<file path="src/rsc_pkg.sv">
// ----------------------------------------------------------------------------
// Shared constants for the reset strap configuration selector
// ----------------------------------------------------------------------------
package rsc_pkg;

    // Pin counts and code widths
    localparam int unsigned GPIO_W    = 5;     // General pins that double as straps
    localparam int unsigned CODE_W    = 3;     // Configuration code width
    localparam int unsigned SLOT_N    = 7;     // Stored configuration slots

    // Field positions inside the strap vector
    localparam int unsigned CODE_LSB  = 0;     // First code strap
    localparam int unsigned CODE_MSB  = 2;     // Last code strap
    localparam int unsigned TEST_LSB  = 3;     // First strap that must sit low
    localparam int unsigned TEST_MSB  = 4;     // Second strap that must sit low

    // Code values
    localparam logic [2:0] FACTORY_CODE = 3'h7;    // Unconfigured factory state
    localparam logic [2:0] RESET_CODE   = 3'h7;    // Code shown before any capture
    localparam logic [1:0] TEST_NORMAL  = 2'h0;    // Required level of upper straps

    // Reset values of pin-side state
    localparam logic [4:0] GPIO_RESET   = 5'h00;   // Pins released during reset
    localparam logic [4:0] PULL_RESET   = 5'h1f;   // All pull-downs on during reset

    // Sequencer states, Gray along hold -> load -> run
    typedef enum logic [1:0] {
        ST_HOLD = 2'h0,
        ST_LOAD = 2'h1,
        ST_RUN  = 2'h3
    } rsc_state_t;

endpackage

</file>
<file path="src/rsc_strap_loader.sv">
`timescale 1ns/1ps

module rsc_strap_loader
    import rsc_pkg::*;
(
    input  wire logic              sys_clk,
    input  wire logic              rst,
    input  wire logic              resetPin_n,
    input  wire logic [GPIO_W-1:0] gpioIn,
    output logic      [GPIO_W-1:0] gpioOut,
    output logic      [GPIO_W-1:0] gpioOe,
    output logic      [GPIO_W-1:0] pullDownEn,
    input  wire logic              select_low_iface_strap,
    input  wire logic              serial_out_addr_strap,
    input  wire logic              sckIn,
    input  wire logic              sdaIn,
    output logic                   sdaOut,
    output logic                   sdaOe,
    input  wire logic              i2cDriveLow,
    output logic                   hostClk,
    output logic                   hostDataIn,
    input  wire logic [SLOT_N-1:0] slotFilled,
    input  wire logic [GPIO_W-1:0] pullDownDisable,
    input  wire logic [GPIO_W-1:0] gpioDrive,
    input  wire logic [GPIO_W-1:0] gpioDriveEn,
    input  wire logic [GPIO_W-1:0] irqPinEnable,
    input  wire logic              statusEvent,
    input  wire logic              irqAck,
    output logic [CODE_W-1:0]      cfgSlot,
    output logic                   factoryDefault,
    output logic                   cfgLoadReq,
    output logic                   ifaceIsSpi,
    output logic                   i2cAddrLsb,
    output logic                   strapFault,
    output logic                   deviceReady,
    output logic                   irqPending
);

    // ------------------------------------------------------------------------
    // Pin synchronisers
    // ------------------------------------------------------------------------
    logic [GPIO_W-1:0] gpioMeta;        // First stage, read only by second
    logic [GPIO_W-1:0] gpioSync;        // Safe strap levels
    logic [3:0]        ctlMeta;         // Reset, select, address, data: stage one
    logic [3:0]        ctlSync;         // Same, stage two
    logic [1:0]        sckSync;         // Host clock two-stage sync
    logic              resetPrev;       // Delayed synced reset pin
    logic              resetRise;       // Release edge of reset pin
    logic [CODE_W-1:0] cfgCode;         // Captured configuration code
    logic              addrStrap;       // Captured address strap
    rsc_state_t        state;           // Sequencer state
    rsc_state_t        next_state;      // Next sequencer state

    // Two flops on every pin before use
    always_ff @(posedge sys_clk or posedge rst) begin
        if (rst) begin
            gpioMeta <= GPIO_RESET;
            gpioSync <= GPIO_RESET;
            ctlMeta  <= 4'h0;
            ctlSync  <= 4'h0;
            sckSync  <= 2'h0;
        end else begin
            gpioMeta <= gpioIn;
            gpioSync <= gpioMeta;
            ctlMeta  <= {sdaIn, serial_out_addr_strap, select_low_iface_strap, resetPin_n};
            ctlSync  <= ctlMeta;
            sckSync  <= {sckSync[0], sckIn};
        end
    end

    // Edge detector on the synced reset pin
    always_ff @(posedge sys_clk or posedge rst) begin
        if (rst) begin
            resetPrev <= 1'b0;
        end else begin
            resetPrev <= ctlSync[0];
        end
    end
    assign resetRise = ctlSync[0] & ~resetPrev;

    // ------------------------------------------------------------------------
    // Strap capture at reset release
    // ------------------------------------------------------------------------
    // Code, interface and address straps taken on the release edge only
    always_ff @(posedge sys_clk or posedge rst) begin
        if (rst) begin
            cfgCode    <= RESET_CODE;
            ifaceIsSpi <= 1'b0;
            addrStrap  <= 1'b0;
            strapFault <= 1'b0;
        end else if (resetRise) begin
            cfgCode    <= gpioSync[CODE_MSB:CODE_LSB];
            ifaceIsSpi <= ctlSync[1];
            addrStrap  <= ctlSync[2];
            // Flag a board that leaves the upper straps high
            strapFault <= (gpioSync[TEST_MSB:TEST_LSB] != TEST_NORMAL);
        end
    end

    // ------------------------------------------------------------------------
    // Sequencer
    // ------------------------------------------------------------------------
    // Next state: any low reset pin returns to hold
    always_comb begin
        next_state = state;
        if (!ctlSync[0]) begin
            next_state = ST_HOLD;
        end else begin
            unique case (state)
                ST_HOLD: begin
                    if (resetRise) begin
                        next_state = ST_LOAD;
                    end
                end
                ST_LOAD: begin
                    next_state = ST_RUN;
                end
                ST_RUN: begin
                    next_state = ST_RUN;
                end
                default: begin
                    next_state = ST_HOLD;
                end
            endcase
        end
    end

    // State register
    always_ff @(posedge sys_clk or posedge rst) begin
        if (rst) begin
            state <= ST_HOLD;
        end else begin
            state <= next_state;
        end
    end

    // Slot choice and one-cycle load request
    always_ff @(posedge sys_clk or posedge rst) begin
        if (rst) begin
            cfgSlot        <= RESET_CODE;
            factoryDefault <= 1'b1;
            cfgLoadReq     <= 1'b0;
        end else begin
            cfgLoadReq <= 1'b0;
            if (state == ST_LOAD) begin
                cfgSlot <= cfgCode;
                // Factory code, or an empty slot, both give factory state
                if (cfgCode == FACTORY_CODE) begin
                    factoryDefault <= 1'b1;
                end else if (!slotFilled[cfgCode]) begin
                    factoryDefault <= 1'b1;
                end else begin
                    factoryDefault <= 1'b0;
                    cfgLoadReq     <= 1'b1;
                end
            end
        end
    end

    // Ready flag tells the host registers may be reached
    always_ff @(posedge sys_clk or posedge rst) begin
        if (rst) begin
            deviceReady <= 1'b0;
        end else begin
            deviceReady <= (next_state == ST_RUN);
        end
    end

    // ------------------------------------------------------------------------
    // Host interface pin sharing
    // ------------------------------------------------------------------------
    // Address bit zero only meaningful in I2C mode
    assign i2cAddrLsb = ifaceIsSpi ? 1'b0 : addrStrap;

    // Clock and data towards the serial engine; clock never driven out
    always_ff @(posedge sys_clk or posedge rst) begin
        if (rst) begin
            hostClk    <= 1'b0;
            hostDataIn <= 1'b0;
            sdaOe      <= 1'b0;
        end else begin
            hostClk    <= sckSync[1] & (state == ST_RUN);
            hostDataIn <= ctlSync[3] & (state == ST_RUN);
            // Open-drain SDA pull only in I2C mode
            sdaOe      <= (state == ST_RUN) & ~ifaceIsSpi & i2cDriveLow;
        end
    end
    assign sdaOut = 1'b0;

    // ------------------------------------------------------------------------
    // Interrupt pending flag
    // ------------------------------------------------------------------------
    // Status events set, acknowledge clears, set wins a tie
    always_ff @(posedge sys_clk or posedge rst) begin
        if (rst) begin
            irqPending <= 1'b0;
        end else if (state != ST_RUN) begin
            irqPending <= 1'b0;
        end else if (statusEvent) begin
            irqPending <= 1'b1;
        end else if (irqAck) begin
            irqPending <= 1'b0;
        end
    end

    // ------------------------------------------------------------------------
    // General pin drivers
    // ------------------------------------------------------------------------
    genvar gi;
    generate
        for (gi = 0; gi < GPIO_W; gi++) begin : g_pin
            // Pins stay released and pulled down until running
            always_ff @(posedge sys_clk or posedge rst) begin
                if (rst) begin
                    gpioOut[gi]    <= 1'b0;
                    gpioOe[gi]     <= 1'b0;
                    pullDownEn[gi] <= 1'b1;
                end else if (state != ST_RUN) begin
                    gpioOut[gi]    <= 1'b0;
                    gpioOe[gi]     <= 1'b0;
                    pullDownEn[gi] <= PULL_RESET[gi];
                end else begin
                    pullDownEn[gi] <= ~pullDownDisable[gi];
                    if (irqPinEnable[gi]) begin
                        gpioOut[gi] <= irqPending;
                        gpioOe[gi]  <= 1'b1;
                    end else begin
                        gpioOut[gi] <= gpioDrive[gi];
                        gpioOe[gi]  <= gpioDriveEn[gi];
                    end
                end
            end
        end
    endgenerate
endmodule

</file>
<file path="config.mk">
export PLATFORM = sky130hd
export DESIGN_NAME = rsc_strap_loader
export DESIGN_NICKNAME = d
export VERILOG_FILES = /design/src/rsc_pkg.sv /design/src/rsc_strap_loader.sv
export SDC_FILE = /design/constraint.sdc
export NUM_CORES = 1
export LEC_CHECK = 0
export ABC_CLOCK_PERIOD_IN_PS = 1900
export BUFFER_PORTS_ARGS = -buffer_cell sky130_fd_sc_hd__buf_2
export CORE_MARGIN = 2
export CORE_UTILIZATION = 47
export DETAILED_ROUTE_END_ITERATION = 7
export GPL_TIMING_DRIVEN = 0
export HOLD_SLACK_MARGIN = 0.02
export PLACE_DENSITY = 0.76
export SYNTH_ARGS = -nofsm -noshare
export SYNTH_HDL_FRONTEND = slang
export SYNTH_SLANG_ARGS = --single-unit
</file>
<file path="constraint.sdc">
create_clock -name sys_clk -period 1.9 [get_ports sys_clk]
set_input_delay 0.38 -clock sys_clk [delete_from_list [all_inputs] [get_ports sys_clk]]
set_output_delay 0.38 -clock sys_clk [all_outputs]
set_load 0.005 [all_outputs]
</file>
==> results.json <==
{
  "setup_violations": 0,
  "mostFrequentLayoutCell": "buf_2",
  "clk_latency_ns": 0.30,
  "insertedDiodeCount": 0,
  "critPathMaxFanout": 4,
  "cts-hold-fix-buffers": 0,
  "grt_pass1_wl_um": 5080,
  "final_layout_size_suffix_gt1_frac": 0.483,
  "synth_edf_count": 0,
  "synthSimpleGateAreaFrac": 0.121,
  "synth-seq-cells": 53,
  "yosysWarnings": 0,
  "start_kind": "register",
  "cts_sinks": 53,
  "layout_common_cells": "buf_2 (71), dfrtp_1 (41), nor2_1 (21)",
  "die_y_um": 65.4,
  "crit_arrival_ns": 0.99,
  "grt_use_met2": 0.287,
  "finalWorstSetupSlack_ns": 0.533,
  "ant_nets": 0,
  "syn-num-nets": 169,
  "syn_avg_cell_area_um2": 13.9,
  "dr_total_vias": 1132,
  "gr-total-overflow": 0,
  "synthCells": 127,
  "fin_skew_ns": 0.0101,
  "muxShareOfSynthArea": 0.0770,
  "critPathLaunch": "ifaceIsSpi",
  "grt_max_degree": 34,
  "vias_per_cell": 4.47,
  "num_rows": 22,
  "place_ws_ns": 0.699,
  "ios": 71,
  "initial_core_util": 0.487,
  "synth_area_leader_cell": "dfrtp_1",
  "core_um2": 3630,
  "tns_ns": 0,
  "grt_pass1_vias": 1170,
  "dieWidth_um": 65.4,
  "met3_usage": 0.0548,
  "fp.dieArea_um2": 4270,
  "cts_max_path_buffers": 2,
  "dpl.hpwl_um": 2460,
  "seq_area_frac_synth": 0.758,
  "synth_top_family_by_area": "simple AND/OR/NAND/NOR gates",
  "cts_tree": "built",
  "cts-root-buf": "clkbuf_8",
  "path_clk_slew_ns": 0.09,
  "wl_per_cell_um": 12.4,
  "gp_congestion": 0.776,
  "synth_xor_area_frac": 0,
  "nFillCells": 289,
  "final_core_util": 0.631,
  "yosys_most_used_dff": "dfrtp_1",
  "rsz0062_at_grt": "false",
  "antenna_found_initial": 0,
  "report.final.slew_viol_count": 0,
  "drtIter0Drc": 33,
  "power_density_nw_per_um2": 925,
  "endpoint_kind": "output port",
  "io_buffers": 69,
  "cts_made_buffers": 5,
  "drt-pass1-iter-count": 4,
  "grt-busiest-layer": "met2",
  "outcome": "finished clean",
  "async_reset_ff_frac": 1.00,
  "hp-class": "input pin to asynchronous set/reset pin",
  "p_leak_nw": 1.20,
  "synthTopCellsByArea": "dfrtp_1 (58%), dfstp_2 (18%), mux2i_1 (4.5%)",
  "gr-usage-met1": 0.179,
  "cts-resized-gates": 0,
  "synth_compound_area_frac": 0.0219,
  "whs_ns": 0.0773,
  "syn_area_um2": 1770,
  "yosys.cell_types.count": 24,
  "synthAdderAreaFrac": 0,
  "r2r-start": "cfgCode[0]",
  "area_growth_pct": 29.5,
  "worstSetupPathType": "register to output port",
  "nNetsFinal": 246,
  "max_freq_mhz": 731,
  "wl_um": 3150,
  "maxCapViolCount": 0,
  "hold_violations": 0,
  "grt_usage": 0.162,
  "min_period_over_period": 0.720,
  "synthDominantCellAreaShare": 0.580,
  "post-route-drc-count": 0,
  "crit_required_ns": 1.52,
  "period_needed_ns": 1.37,
  "h-tree-depth": 2,
  "vdd_drop_max_mv": 0.552,
  "reg2regPathDepth": 4,
  "cts_setup_buffers": 0
}
-- per-layer routing --
metal  vias to the layer above  part of all wire
li1                        559                 -
met1                       529              0.40
met2                        38              0.52
met5                         -                 0
met3                         6             0.062
met4                         0             0.019
-- logic make-up (layout without fill, tap and decap cells) --
group,Yosys count,count (layout)
flip-flops,53,53
AND/OR/NAND/NOR,48,48
multiplexers,13,13
AO/OA/AOI/OAI,6,6
buffers and inverters,6,84
other,1,1
-- power breakdown --
group | leakage (nW) | switching (mW) | internal (mW) | total [mW]
Sequential | 0.638 | 0.0404 | 1.22 | 1.26
Combinational | 0.507 | 0.102 | 0.119 | 0.221
Clock | 0.0512 | 0.341 | 0.295 | 0.636
-- synth_stat cells (2+ instances only) --
cell type and number:
nand2_1 15, buf_2 2, mux2i_1 8, and2_1 2, nor2b_1 3, dfstp_2 12
a21oi_1 2, dfrtp_1 41, and3_1 3, inv_1 2, nor2_1 21, mux2_2 4
-- worst max-delay path: stages (launching register included) --
cell and delay [ns]:
dfrtp_1 0.42, nor2b_1 0.14, buf_2 0.13
-- registers in the layout (all words and copies together), names as in the netlist --
register / cells
ctlMeta: 4
addrStrap: 1
gpioMeta: 5
factoryDefault: 1
irqPending: 1
ctlSync: 4
hostClk: 1
gpioOut: 5
state: 2
gpioSync: 5
cfgSlot: 3
hostDataIn: 1
sdaOe: 1
resetPrev: 1
cfgCode: 3
cfgLoadReq: 1
gpioOe: 5
sckSync: 2
ifaceIsSpi: 1
strapFault: 1
pullDownEn: 5
-- per-stage QoR --
step,instance area (µm²),power [mW],std cells
2_1_floorplan,1770,1.39,127
3_3_place_gp,2180,1.49,244
3_5_place_dp,2200,1.51,245
4_1_cts,2290,2.14,253
5_1_grt,2290,2.22,253
6_report,2290,2.12,253
-- final cells by class --
class                           count  area, µm²  area share
Clock buffer                        6       82.6      0.0360
Sequential cell                    53       1340       0.585
Multi-Input combinational cell     68        393       0.171
Inverter                            2       7.51     0.00328
Clock inverter                      2       13.8     0.00600
Tap cell                           48       60.1      0.0262
Buffer                              4       28.8      0.0126
Timing Repair Buffer               70        365       0.159
-- worst paths after layout --
path / end / slack (ns)
min: addrStrap / 0.08
max in group asynchronous: cfgCode[0] / 1.25
min in group sys_clk: ctlMeta[3] / 0.18
min reg2reg: sckSync[1] / 0.35
max reg2reg: cfgLoadReq / 0.68
max: i2cAddrLsb / 0.53
Power figures use the tool's default switching activity.
